[src/verilog/hd_fmt_pkg.sv]
// Constants, types and code-level helpers for the HD component sample formatter
// Function
// - Luma/RGB code: E*219D + 16D + 0.5, truncated
// - Chroma code: E*224D + 128D + 0.5, truncated
// - Scale D is 1 for 8-bit, 4 for 10-bit
// - One source, one destination, no return path
// - 20-bit words pair Cb/Cr alternately with Y
// - Chroma co-sited with odd luma, first with first
// - Codes 0.00-0.75 and 255.00-255.75 never video
// - RGB carried as 30-bit words
// - Two LSBs of 10-bit code are fractional
// - 8-bit word into 10-bit path: append 00
// - 8-bit implementation uses eight MSBs only
// - Black 16, peak 235, achromatic 128, 16/240
// - 1920 active luma, 960 active per chroma
// - 1080 active lines per picture
// - Total line 2200, 2640 or 2750 samples
// - First active sample 192 clocks after sync
// - Chroma at half luma rate
// - Destination tolerates out-of-nominal legal levels
// - Timing code: three preamble words, then FVH; the source sends no timing code, only the line_start flag
package hd_fmt_pkg;

    // ----------------------------------------------------------------
    // Coding constants (gains and offsets at 8-bit scale times D, codes at 10-bit scale)
    // ----------------------------------------------------------------
    localparam int unsigned FRAC_BITS = 16;
    localparam logic [9:0] Y_GAIN = 10'd219;
    localparam logic [9:0] Y_OFFS = 10'd16;
    localparam logic [9:0] C_GAIN = 10'd224;
    localparam logic [9:0] C_OFFS = 10'd128;
    localparam logic [2:0] D_8BIT = 3'd1;
    localparam logic [2:0] D_10BIT = 3'd4;
    localparam logic [9:0] CODE_MIN = 10'h004;
    localparam logic [9:0] CODE_MAX = 10'h3fb;
    localparam logic [9:0] BLACK_CODE = 10'h040;
    localparam logic [9:0] ACHROMA_CODE = 10'h200;
    localparam logic [9:0] PREAMBLE_HI = 10'h3ff;
    localparam logic [9:0] PREAMBLE_LO = 10'h000;

    // ----------------------------------------------------------------
    // Line and picture timing
    // ----------------------------------------------------------------
    localparam int unsigned ACTIVE_Y = 1920;
    localparam int unsigned ACTIVE_C = 960;
    localparam int unsigned ACTIVE_LINES = 1080;
    localparam int unsigned TOTAL_60 = 2200;
    localparam int unsigned TOTAL_50 = 2640;
    localparam int unsigned TOTAL_24 = 2750;
    localparam int unsigned SYNC_TO_ACTIVE = 192;
    localparam int unsigned MARKER_LEN = 4;
    localparam int unsigned CNT_W = 12;
    localparam int unsigned LINE_W = 11;

    typedef enum logic [1:0] {FAM_60, FAM_50, FAM_24} family_t;
    typedef enum logic {FMT_YC, FMT_RGB} fmt_t;

    // Total samples per line for a family
    function automatic logic [CNT_W-1:0] line_total(input family_t fam);
        case (fam)
            FAM_50: line_total = CNT_W'(TOTAL_50);
            FAM_24: line_total = CNT_W'(TOTAL_24);
            default: line_total = CNT_W'(TOTAL_60);
        endcase
    endfunction : line_total

    // Keep 8-bit mode to the eight MSBs with zero LSBs
    function automatic logic [9:0] width_fix(input logic [9:0] c, input logic ten_bit);
        width_fix = ten_bit ? c : {c[9:2], 2'b00};
    endfunction : width_fix

endpackage : hd_fmt_pkg

[src/verilog/hd_fmt_if.sv]
// One-way parallel link between formatter source and destination
`timescale 1ns/10ps
`default_nettype none
interface hd_fmt_if;
    import hd_fmt_pkg::*;
    logic [29:0] data;
    logic valid;
    logic active;
    logic rgb;
    logic ten_bit;
    logic line_start;

    // Only the source drives; nothing flows back
    modport source (output data, valid, active, rgb, ten_bit, line_start);
    modport sink (input data, valid, active, rgb, ten_bit, line_start);
endinterface : hd_fmt_if
`default_nettype wire

[src/verilog/hd_fmt_source.sv]
// Source end: line timing, quantization and word multiplex
`timescale 1ns/10ps
`default_nettype none
module hd_fmt_source
    import hd_fmt_pkg::*;
(
    // Clock and reset (luma sample clock)
    input wire logic sys_clk_i,
    input wire logic srst_i,
    // Configuration
    input wire logic ten_bit_i,
    input wire logic rgb_mode_i,
    input wire family_t family_i,
    // Normalized samples (Q16)
    input wire logic [16:0] y_g_i,
    input wire logic [16:0] cb_b_i,
    input wire logic [16:0] cr_r_i,
    // Request of the next active sample
    output logic sample_req_o,
    // Link
    hd_fmt_if.source link
);
    typedef enum logic [1:0] {ST_BLANK, ST_ACTIVE} phase_t;

    typedef struct packed {
        phase_t phase;
        logic [CNT_W-1:0] pos;
        logic [LINE_W-1:0] line;
        logic odd;
        logic [9:0] cr_hold;
        logic [29:0] data;
        logic valid;
        logic active;
        logic line_start;
    } src_state_t;

    src_state_t s_q;
    src_state_t s_d;
    logic [9:0] q_y;
    logic [9:0] q_cb;
    logic [9:0] q_cr;
    logic act_dly;
    logic in_act;

    // ----------------------------------------------------------------
    // Quantizers; one cycle latency matched by act_dly
    // ----------------------------------------------------------------
    hd_quantizer u_q_y (.sys_clk_i(sys_clk_i), .srst_i(srst_i), .norm_i(y_g_i),
        .chroma_i(1'b0), .ten_bit_i(ten_bit_i), .code_o(q_y));
    hd_quantizer u_q_cb (.sys_clk_i(sys_clk_i), .srst_i(srst_i), .norm_i(cb_b_i),
        .chroma_i(!rgb_mode_i), .ten_bit_i(ten_bit_i), .code_o(q_cb));
    hd_quantizer u_q_cr (.sys_clk_i(sys_clk_i), .srst_i(srst_i), .norm_i(cr_r_i),
        .chroma_i(!rgb_mode_i), .ten_bit_i(ten_bit_i), .code_o(q_cr));

    // ----------------------------------------------------------------
    // Line timing
    // ----------------------------------------------------------------
    // pos 0 is the sync reference; active starts SYNC_TO_ACTIVE later
    assign in_act = (s_q.pos >= CNT_W'(SYNC_TO_ACTIVE))
                  && (s_q.pos < CNT_W'(SYNC_TO_ACTIVE + ACTIVE_Y))
                  && (s_q.line < LINE_W'(ACTIVE_LINES));
    assign sample_req_o = in_act;

    always_comb
    begin
        s_d = s_q;
        s_d.line_start = 1'b0;
        if (s_q.pos == line_total(family_i) - CNT_W'(1))
        begin
            s_d.pos = '0;
            s_d.line_start = 1'b1;
            s_d.line = (s_q.line == LINE_W'(ACTIVE_LINES)) ? '0 : s_q.line + LINE_W'(1);
        end
        else
        begin
            s_d.pos = s_q.pos + CNT_W'(1);
        end
        s_d.phase = in_act ? ST_ACTIVE : ST_BLANK;
        // One blank line past the picture takes the spare line count, then the line count wraps to 0
        s_d.valid = 1'b1;
        s_d.active = act_dly;
        if (!act_dly)
        begin
            s_d.odd = 1'b0;
            s_d.data = {10'd0, width_fix(ACHROMA_CODE, ten_bit_i),
                        width_fix(BLACK_CODE, ten_bit_i)};
        end
        else if (rgb_mode_i)
        begin
            s_d.data = {q_cr, q_cb, q_y};
        end
        else
        begin
            // Chroma taken on first of each pair only; Cr held for next word
            s_d.odd = !s_q.odd;
            if (!s_q.odd)
            begin
                s_d.cr_hold = q_cr;
                s_d.data = {10'd0, q_cb, q_y};
            end
            else
            begin
                s_d.data = {10'd0, s_q.cr_hold, q_y};
            end
        end
    end

    always_ff @(posedge sys_clk_i)
    begin
        if (srst_i)
        begin
            s_q <= '0;
            act_dly <= 1'b0;
        end
        else
        begin
            s_q <= s_d;
            act_dly <= in_act;
        end
    end

    // Link only driven here, no input from the sink
    assign link.data = s_q.data;
    assign link.valid = s_q.valid;
    assign link.active = s_q.active;
    assign link.rgb = rgb_mode_i;
    assign link.ten_bit = ten_bit_i;
    assign link.line_start = s_q.line_start;
endmodule : hd_fmt_source
`default_nettype wire

[src/verilog/hd_quantizer.sv]
// Fixed-point quantizer for one component into a legal 10-bit code
`timescale 1ns/10ps
`default_nettype none
module hd_quantizer
    import hd_fmt_pkg::*;
(
    // Clock
    input wire logic sys_clk_i,
    input wire logic srst_i,
    // Sample
    input wire logic [16:0] norm_i,
    input wire logic chroma_i,
    input wire logic ten_bit_i,
    // Code
    output logic [9:0] code_o
);
    typedef struct packed {
        logic [9:0] code;
    } q_state_t;

    q_state_t s_q;
    q_state_t s_d;
    logic signed [17:0] e;
    logic signed [31:0] prod;
    logic signed [31:0] lvl;
    logic [2:0] dsc;

    always_comb
    begin
        s_d = s_q;
        e = chroma_i ? {{1{norm_i[16]}}, norm_i} : {1'b0, norm_i};
        dsc = ten_bit_i ? D_10BIT : D_8BIT;
        // norm is Q16: luma 0..1 unsigned, chroma -0.5..0.5 signed
        prod = e * (chroma_i ? $signed({22'd0, C_GAIN}) : $signed({22'd0, Y_GAIN}))
               * $signed({29'd0, dsc});
        lvl = (prod + ((chroma_i ? $signed({22'd0, C_OFFS}) : $signed({22'd0, Y_OFFS}))
               * $signed({29'd0, dsc}) <<< FRAC_BITS) + (32'sd1 <<< (FRAC_BITS - 1)))
               >>> FRAC_BITS;
        if (!ten_bit_i)
        begin
            lvl = lvl <<< 2;
        end
        // Saturate, never wrap into reserved codes
        if (lvl < $signed({22'd0, CODE_MIN}))
        begin
            s_d.code = width_fix(CODE_MIN, ten_bit_i);
        end
        else if (lvl > $signed({22'd0, CODE_MAX}))
        begin
            s_d.code = width_fix(CODE_MAX, ten_bit_i);
        end
        else
        begin
            s_d.code = width_fix(lvl[9:0], ten_bit_i);
        end
    end

    always_ff @(posedge sys_clk_i)
    begin
        if (srst_i)
        begin
            s_q <= '{code: BLACK_CODE};
        end
        else
        begin
            s_q <= s_d;
        end
    end

    assign code_o = s_q.code;
endmodule : hd_quantizer
`default_nettype wire

[src/flat_wrapper.sv]
// flat-port wrapper written by rule: the top's interface ports become plain ports
module hd_fmt_source_flat import hd_fmt_pkg::*;
  (sys_clk_i, srst_i, ten_bit_i, rgb_mode_i, family_i, y_g_i, cb_b_i, cr_r_i, sample_req_o, link_data, link_valid, link_active, link_rgb, link_ten_bit, link_line_start);
  hd_fmt_if link_i ();
  input wire logic sys_clk_i;
  input wire logic srst_i;
  input wire logic ten_bit_i;
  input wire logic rgb_mode_i;
  input wire family_t family_i;
  input wire logic [16:0] y_g_i;
  input wire logic [16:0] cb_b_i;
  input wire logic [16:0] cr_r_i;
  output logic sample_req_o;
  output wire logic [$bits(link_i.data)-1:0] link_data;
  output wire logic [$bits(link_i.valid)-1:0] link_valid;
  output wire logic [$bits(link_i.active)-1:0] link_active;
  output wire logic [$bits(link_i.rgb)-1:0] link_rgb;
  output wire logic [$bits(link_i.ten_bit)-1:0] link_ten_bit;
  output wire logic [$bits(link_i.line_start)-1:0] link_line_start;
  assign link_data = link_i.data;
  assign link_valid = link_i.valid;
  assign link_active = link_i.active;
  assign link_rgb = link_i.rgb;
  assign link_ten_bit = link_i.ten_bit;
  assign link_line_start = link_i.line_start;
  hd_fmt_source u_core (.sys_clk_i(sys_clk_i), .srst_i(srst_i), .ten_bit_i(ten_bit_i), .rgb_mode_i(rgb_mode_i), .family_i(family_i), .y_g_i(y_g_i), .cb_b_i(cb_b_i), .cr_r_i(cr_r_i), .sample_req_o(sample_req_o), .link(link_i));
endmodule
[config.mk]
export PLATFORM = sky130hd
export DESIGN_NAME = hd_fmt_source_flat
export DESIGN_NICKNAME = d
export VERILOG_FILES = /design/src/verilog/hd_fmt_pkg.sv /design/src/verilog/hd_fmt_if.sv /design/src/verilog/hd_fmt_source.sv /design/src/verilog/hd_quantizer.sv /design/src/flat_wrapper.sv
export SDC_FILE = /design/constraint.sdc
export NUM_CORES = 1
export LEC_CHECK = 0
export BUFFER_PORTS_ARGS = -buffer_cell sky130_fd_sc_hd__buf_2
export CORE_MARGIN = 5
export CORE_UTILIZATION = 40
export CTS_CLUSTER_SIZE = 25
export DETAILED_ROUTE_END_ITERATION = 8
export GPL_ROUTABILITY_DRIVEN = 0
export MAX_ROUTING_LAYER = met4
export PLACE_DENSITY = 0.63
export SLEW_MARGIN = 20
export SYNTH_ARGS = -nofsm -noshare
export SYNTH_HDL_FRONTEND = slang
export SYNTH_HIERARCHICAL = 1
export SYNTH_SLANG_ARGS = --single-unit
[constraint.sdc]
create_clock -name sys_clk_i -period 14.3 [get_ports sys_clk_i]
set_input_delay 0.715 -clock sys_clk_i [delete_from_list [all_inputs] [get_ports sys_clk_i]]
set_output_delay 0.715 -clock sys_clk_i [all_outputs]
set_load 0.05 [all_outputs]
==> Word level (Yosys, flattened, before mapping) <==
Cells that the tools add are included.
Widths: inputs -> output; s select.
{ "totals": {"n_memories": 0, "ramBits": 0, "latchBits": 0, "in_bits": 57, "ff_bits": 98, "mem_bits_ro": 0, "wordCells": 82, "out_inout_bits": 36} }
{ "classes": {"n_eq_ne": 4, "muxes": 25, "add_sub_neg": 9, "n_reduce_logical": 9, "bitwise_logic": 3, "div": 0, "multipliers": 7, "magnitude_cmp": 9, "n_shift": 0} }
{ "ops": {"columns": ["op", "count"], "rows": [
  ["$add 32x17->32 const B", 2],
  ["$mul 18x9->27", 2],
  ["$mux 20", 2],
  ["$gt 18x11->1 const B", 2],
  ["$lt 18x4->1 const B", 2],
  ["$mux 18", 2],
  ["$mux 17", 2],
  ["$add 31x28->32", 1],
  ["$add 32x32->32", 1],
  ["$mul 32x4->32", 1],
  ["$mul 27x4->31", 1],
  ["$add 29x16->30 const B", 1],
  ["$mux 10", 3],
  ["$mux 30", 1],
  ["$add 28x23->29", 1],
  ["$mul 25x3->28", 1],
  ["$mul 17x8->25 const B", 1],
  ["$mux 7", 3],
  ["$pmux 10 s2", 1],
  ["$gt 16x10->1 const B", 1],
  ["$lt 16x3->1 const B", 1],
  ["$mux 16", 1],
  ["$add 12x1->12 const B", 1],
  ["$eq 12x12->1", 1],
  ["other kinds (20)", 31]
]} }

==> Depth between registers and ports, before layout <==
{ "logic_depth": {"ltp_word": 9, "ltp_mapped": 36, "depth_no_buf": 35} }

==> Cells and area by module <==
Netlist, hierarchy kept.
{ "by_module_without_submodules": {"columns": ["module", "cells_per_inst", "n_inst", "seq_area_each_um2", "area_per_inst_um2"], "rows": [
  ["hd_quantizer (u_core.u_q_cr)", 746, 1, 200.2, 6367.4],
  ["hd_quantizer (u_core.u_q_y)", 734, 1, 200.2, 6216.0],
  ["hd_quantizer (u_core.u_q_cb)", 721, 1, 200.2, 6109.6],
  ["hd_fmt_source", 346, 1, 1361.3, 3019.1]
]} }

==> Worst setup path after synthesis <==
No wires, ideal clock.
{ "synth_path": {"path_kind": "in2reg", "from": "input port rgb_mode_i", "to": "register u_core.u_q_cr.s_q, in the netlist u_core/u_q_cr/code_o[0]", "path_stages": 33, "n_path_buf": 3, "arrival_ps": 8205, "t_required_ps": 14168, "setup_ps": 132, "setup_slack_ps": 5964, "cell_sequence": "inv_1 -> clkbuf_1 -> clkbuf_1 -> a21o_1 -> ha_1 -> inv_1 -> fa_1 -> fa_1 -> fa_1 -> inv_1 -> ha_1 -> o21a_1 -> o31a_1 -> o21ai_1 -> o31a_1 -> o21ai_0 -> xnor2_1 -> a22oi_1 -> o31ai_1 -> fa_1 -> inv_1 -> ha_1 -> buf_2 -> nand4_1 -> or2_0 -> or4_1 -> o211ai_2 -> xor2_1 -> a21bo_1 -> or4_4 -> nor4_2 -> a21o_2 -> a211oi_1"} }
{ "synth_via": {"elab_chain_len": 8, "elab_cells_between_ends": 14, "classes_between": "add/sub: 2; mul: 3; order compare: 2; mux: 6; reduce/logical: 1"} }
{ "synth_lines": {"columns": ["element", "line", "source"], "rows": [
  ["from (decl)", "flat_wrapper.sv:8", "input wire logic rgb_mode_i;"],
  ["$mux 6 / $mux 18 (equally long branches)", "hd_quantizer.sv:34, hd_quantizer.sv:31", null],
  ["$mul 18x9->27", "hd_quantizer.sv:34", "prod = e * (chroma_i ? $signed({22'd0, C_GAIN}) : $signed({22'd0, Y_GAIN}))"],
  ["$mul 32x4->32", "hd_quantizer.sv:35", "* $signed({29'd0, dsc});"],
  ["$add 32x32->32 *", "hd_quantizer.sv:36", "lvl = (prod + ((chroma_i ? $signed({22'd0, C_OFFS}) : $signed({22'd0, Y_OFFS}))"],
  ["$add 32x17->32 *", "hd_quantizer.sv:37", "* $signed({29'd0, dsc}) <<< FRAC_BITS) + (32'sd1 <<< (FRAC_BITS - 1)))"],
  ["$mux 17", "hd_quantizer.sv:39", "if (!ten_bit_i)"],
  ["$gt 18x11->1, or another cell as far along", "hd_quantizer.sv:48", "else if (lvl > $signed({22'd0, CODE_MAX}))"],
  ["$mux 10 / $reduce_or 2->1 (equally long branches)", null, null],
  ["to (signal assigned)", "hd_quantizer.sv:62", "s_q <= '{code: BLACK_CODE};"],
  ["to (decl)", "hd_quantizer.sv:21", "q_state_t s_q;"]
]} }
Every way passes the cells marked *; elsewhere a longest branch is shown, timed or not.
A chain may end at the register's enable or synchronous reset.

==> Worst setup path in the final report <==
{ "layout_path": {"from": "input port rgb_mode_i", "to": "register u_core.u_q_cb.s_q, in the netlist u_core/u_q_cb/code_o[1]"} }
{ "layout_via": {"elab_chain_len": 8, "elab_cells_between_ends": 14, "classes_between": "add/sub: 2; mul: 3; order compare: 2; mux: 6; reduce/logical: 1"} }
{ "layout_lines": {"columns": ["element", "line"], "rows": [
  ["$mux 6 / $mux 18 (equally long branches)", "hd_quantizer.sv:34, hd_quantizer.sv:31"],
  ["$mul 18x9->27", "hd_quantizer.sv:34"],
  ["$mul 27x4->31", "hd_quantizer.sv:35"],
  ["$add 31x28->32 *", "hd_quantizer.sv:36"],
  ["$add 32x17->32 *", "hd_quantizer.sv:37"],
  ["$mux 17", "hd_quantizer.sv:39"],
  ["$gt 18x11->1, or another cell as far along", "hd_quantizer.sv:48"],
  ["$mux 10 / $reduce_or 2->1 (equally long branches)", null],
  ["to (signal assigned)", "hd_quantizer.sv:62"],
  ["to (decl)", "hd_quantizer.sv:21"]
]} }
Marks and branches as above.

==> results.md <==
Status:
- The flow ran to the end, and the final reports show no timing, DRC or antenna violations.

Logic synthesis:
- The flip-flop and latch count after synthesis is 98.
- The unique cell type count in the Yosys netlist is 112.
- The total of warnings raised by yosys is 6.
- The synthesized area per cell is 8.52 um^2.
- The most used flip-flop cell after synthesis is dfxtp_1.
- Of all cell types, the one taking the most synthesized area is fa_1.
- Counting flops with an async set or reset pin after synthesis yields a share of 0.
- The share of synthesized area in the top cell type comes to 0.202.
- For this run, the register share of the synthesized area comes to 0.0904.
- In the post-synthesis netlist, the biggest area contributors are fa_1 (20%), ha_1 (20%), dfxtp_1 (9.0%).
- The post-synth design cell area is between 20,000 and 25,000 um^2.
- Synthesis handed over a netlist of 2,547 instances.
- Counting flops with a built-in enable in the synthesized netlist gives 0.

Detailed routing:
- After detailed routing, the number of remaining DRC violations is 0.
- After the first detailed-routing iteration, the DRC count stood at 820.
- The per-cell via count in the routed design is 5.19.
- The average detailed-routed wire length per instance is around 14 um.
- The via total after detailed routing is 17,243.
- The first-pass detailed-route iteration total is 5.
- The remaining number of nets flagged by the antenna check after routing is 0.
- Wires add up to 45,600 um.

Worst setup path:
- The launch instance of the worst register-to-register path is u_core/s_q[56].
- In this run the worst setup path terminates at u_core/u_q_cb/code_o[1].
- Data on the critical path arrives at its endpoint at just under 10,000 ps.
- The number of cells on the worst reg-to-reg path is 5.
- Of all nets on the critical path, the largest fanout is 56.
- For the worst setup path, the data required time is 14,540 ps.
- The worst setup path is launched from an input port.
- The slowest stage cell on the critical path is clkinv_2.
- In this design, the stage delay of the slowest critical-path cell is 660 ps.
- In this run the critical register-to-register path is captured at u_core/s_q[46].
- Setup slack on the worst reg-to-reg path comes out at around 12,000 ps.
- The launch point of the critical path is rgb_mode_i.
- The worst setup path is captured at a flip-flop.
- The cell that appears most often on the critical path is fa_1.
- The worst setup path is of the in2reg kind.

Die:
- The die is 243 um wide.
- The initial utilization of the core area, before any placement, comes to 0.403.
- The number of placement rows is 85.
- The overall die area is 59,000 um^2.
- The height of the die is around 240 um.
- The number of ports placed on the die boundary is 93.
- After floorplanning, the core was sized to cover 53,800 um^2.

Final layout:
- Of the cells placed in the final design, the portion with a size suffix greater than 1 is 0.0793.
- The net count of the finished layout is 3,237.
- The signed area change from the synthesized netlist to the final layout is 6.30%.

Global routing:
- The met3 routing resource usage after global routing is 0.00781.
- The layer carrying the most global-route usage is met2.
- The first global-routing pass estimated 81,200 um of wire.
- The initial antenna violation count is 0.
- For this run, global-route usage on met2 was measured as 0.271.
- Entering global routing, the biggest net connects 73 pins.
- For this run, the total global-route usage over all layers was measured as 0.159.
- The via count of the first global-routing pass is 17,622.
- The routing usage on met1 is 0.217.
- The remaining global-route overflow is 0.

Clock network:
- The clock transition at the registers of the reported paths is 70 ps.
- The count of instances resized after the clock tree is built is 0.
- The clock latency of the later-clocked register in the worst-skew pair is roughly 340 ps.
- The cell sitting at the root of the clock tree is a clkbuf_16.
- The CTS tree is yes.
- The number of clock buffers added by TritonCTS is 9.
- The hold buffer count at CTS is 0.
- The number of setup buffers added after CTS is 0.
- The clock drives 98 sinks.
- The number of buffers between clock root and the deepest sink is 2.
- CTS built an H-tree with a depth of 3.

Timing:
- The max-slew violation count is 0.
- The highest achievable clock rate is 0.105 GHz.
- Of the available clock period, the critical path in the final layout requires 0.663.
- Across the routed clock network, the largest skew measured is 8.14 ps.
- The worst pin sits at a relative slew slack of 0.464.
- The hold violation count in the final report is 0.
- Setup repair after global routing left no endpoint under its margin.
- The slew at the pin closest to its max-slew limit is 804 ps.
- The final-layout setup total negative slack is 0 ps.
- Setup violations remaining at the end of the flow were counted as 0.
- The minimum period implied by the final worst setup slack is about 9500 ps.

Flow run:
- The number of maximum-capacitance constraint violations is 0.

Worst hold path:
- The tightest min-delay check is of the reg2reg type.

Placed design:
- The HPWL after detailed placement is 38,600 um.
- The number of buffers added on ports is 92.
[cells in the mapped netlist (10+ instances only)]
library cell and n:
nand2_1 195, nor2_1 120, nand2b_1 30, and2_1 42, o21a_1 17, and4_1 10
nand3b_1 11, o31ai_1 11, a21oi_1 160, or3_1 11, mux2_2 37, and3b_1 17
ha_1 343, clkbuf_1 69, a31oi_1 14, o21ai_0 96, inv_1 334, nor3_1 31
o21bai_1 14, a211oi_1 25, and3_1 27, mux2i_1 30, xnor2_1 64, fa_1 219
dfxtp_1 98, nor2b_1 64, nand4_1 24, nand3_1 30, nor3b_1 16, xor2_1 51
a21o_1 66, o211ai_1 22, nor4_1 14, buf_4 34
[cell type report]
class                           instances  area (um^2)
Antenna cell                            1         2.50
Clock buffer                           10          229
Clock inverter                          6         55.1
Fill cell                            5387        30700
Inverter                              337         1270
Multi-Input combinational cell       2074        18200
Sequential cell                        98         1960
Tap cell                              696          871
Timing Repair Buffer                   98          505
[registers in the layout, indices dropped and copies added (netlist names)]
register	flops
u_core/s_q	34
u_core/link.data	30
u_core/u_q_cb/code_o	10
u_core/u_q_cr/code_o	10
u_core/u_q_y/code_o	10
u_core/act_dly	1
u_core/link.active	1
u_core/link.line_start	1
u_core/link.valid	1
[layer usage]
layer	up-vias	wire, um	part of all wire
li1	8780	-	-
met1	8210	22700	0.50
met2	219	21600	0.47
met3	34	798	0.018
met4	0	490	0.011
met5	-	0	0
[layout by cell type, fill, tap and decap left out, drive strengths merged, types with 13 or more instances in the layout]
cell type / n
dfxtp: 98
a211oi: 29
o211ai: 25
ha: 343
o21a: 18
inv: 338
fa: 219
nand3: 30
a21oi: 166
o21bai: 14
and2: 43
nand2b: 30
xor2: 51
a31oi: 16
nor2b: 65
nor3b: 17
buf: 98
conb: 91
nand2: 197
xnor2: 64
nand4: 24
and3: 27
nor4: 19
a21o: 67
and3b: 17
o31ai: 13
mux2: 38
nor2: 120
mux2i: 30
o21ai: 102
nor3: 33
[worst max-delay path: cells and delay by family]
family | cells | cell delay, ps
AND/OR/NAND/NOR | 7 | 1830
adder cells (fa/ha/maj) | 7 | 3010
buffers and inverters | 6 | 1600
AO/OA/AOI/OAI | 12 | 2390
XOR/XNOR | 1 | 120
[how the worst min path moves through the flow]
stage / slack [ps] / endpoint / startpoint / depth (start not counted)
floorplan: 410 / u_core/link.data[0] / u_core/u_q_y/code_o[0] / 1
global placement: 420 / u_core/link.data[4] / u_core/u_q_y/code_o[4] / 1
detailed placement: 420 / u_core/link.data[1] / u_core/u_q_y/code_o[1] / 1
CTS: 430 / u_core/link.data[1] / u_core/u_q_y/code_o[1] / 1
global route: 450 / u_core/link.data[1] / u_core/u_q_y/code_o[1] / 1
finish: 430 / u_core/link.data[2] / u_core/u_q_y/code_o[2] / 1
[kinds of logic (layout without fill, tap and decap cells)]
| group | count (synthesis) | count (layout) | synth area share |
|---|---|---|---|
| xor gates and xnor gates | 115 | 115 | 0.0464 |
| muxes | 68 | 68 | 0.0337 |
| buffers and inverters | 459 | 451 | 0.0864 |
| and+or+nand+nor | 680 | 680 | 0.166 |
| adders and majority gates | 562 | 562 | 0.400 |
| DFF | 98 | 98 | 0.0904 |
| AOI/OAI and AO/OA | 558 | 558 | 0.176 |
| other | 7 | 92 | 0.00121 |
[per-stage QoR]
stage	utilization	worst slack [ps]	hold slack [ps]	instances	cell area (um^2)
6_report	0.429	4810	428	3320	23100
3_5_place_dp	0.424	4430	415	3303	22800
5_1_grt	0.429	4060	447	3319	23100
3_3_place_gp	0.423	4680	417	3302	22800
4_1_cts	0.429	4810	431	3319	23100
2_1_floorplan	-	5960	406	2631	22000
Power is not shown: default switching activity piles up to over one toggle a cycle in this logic, so the estimate is an artifact.
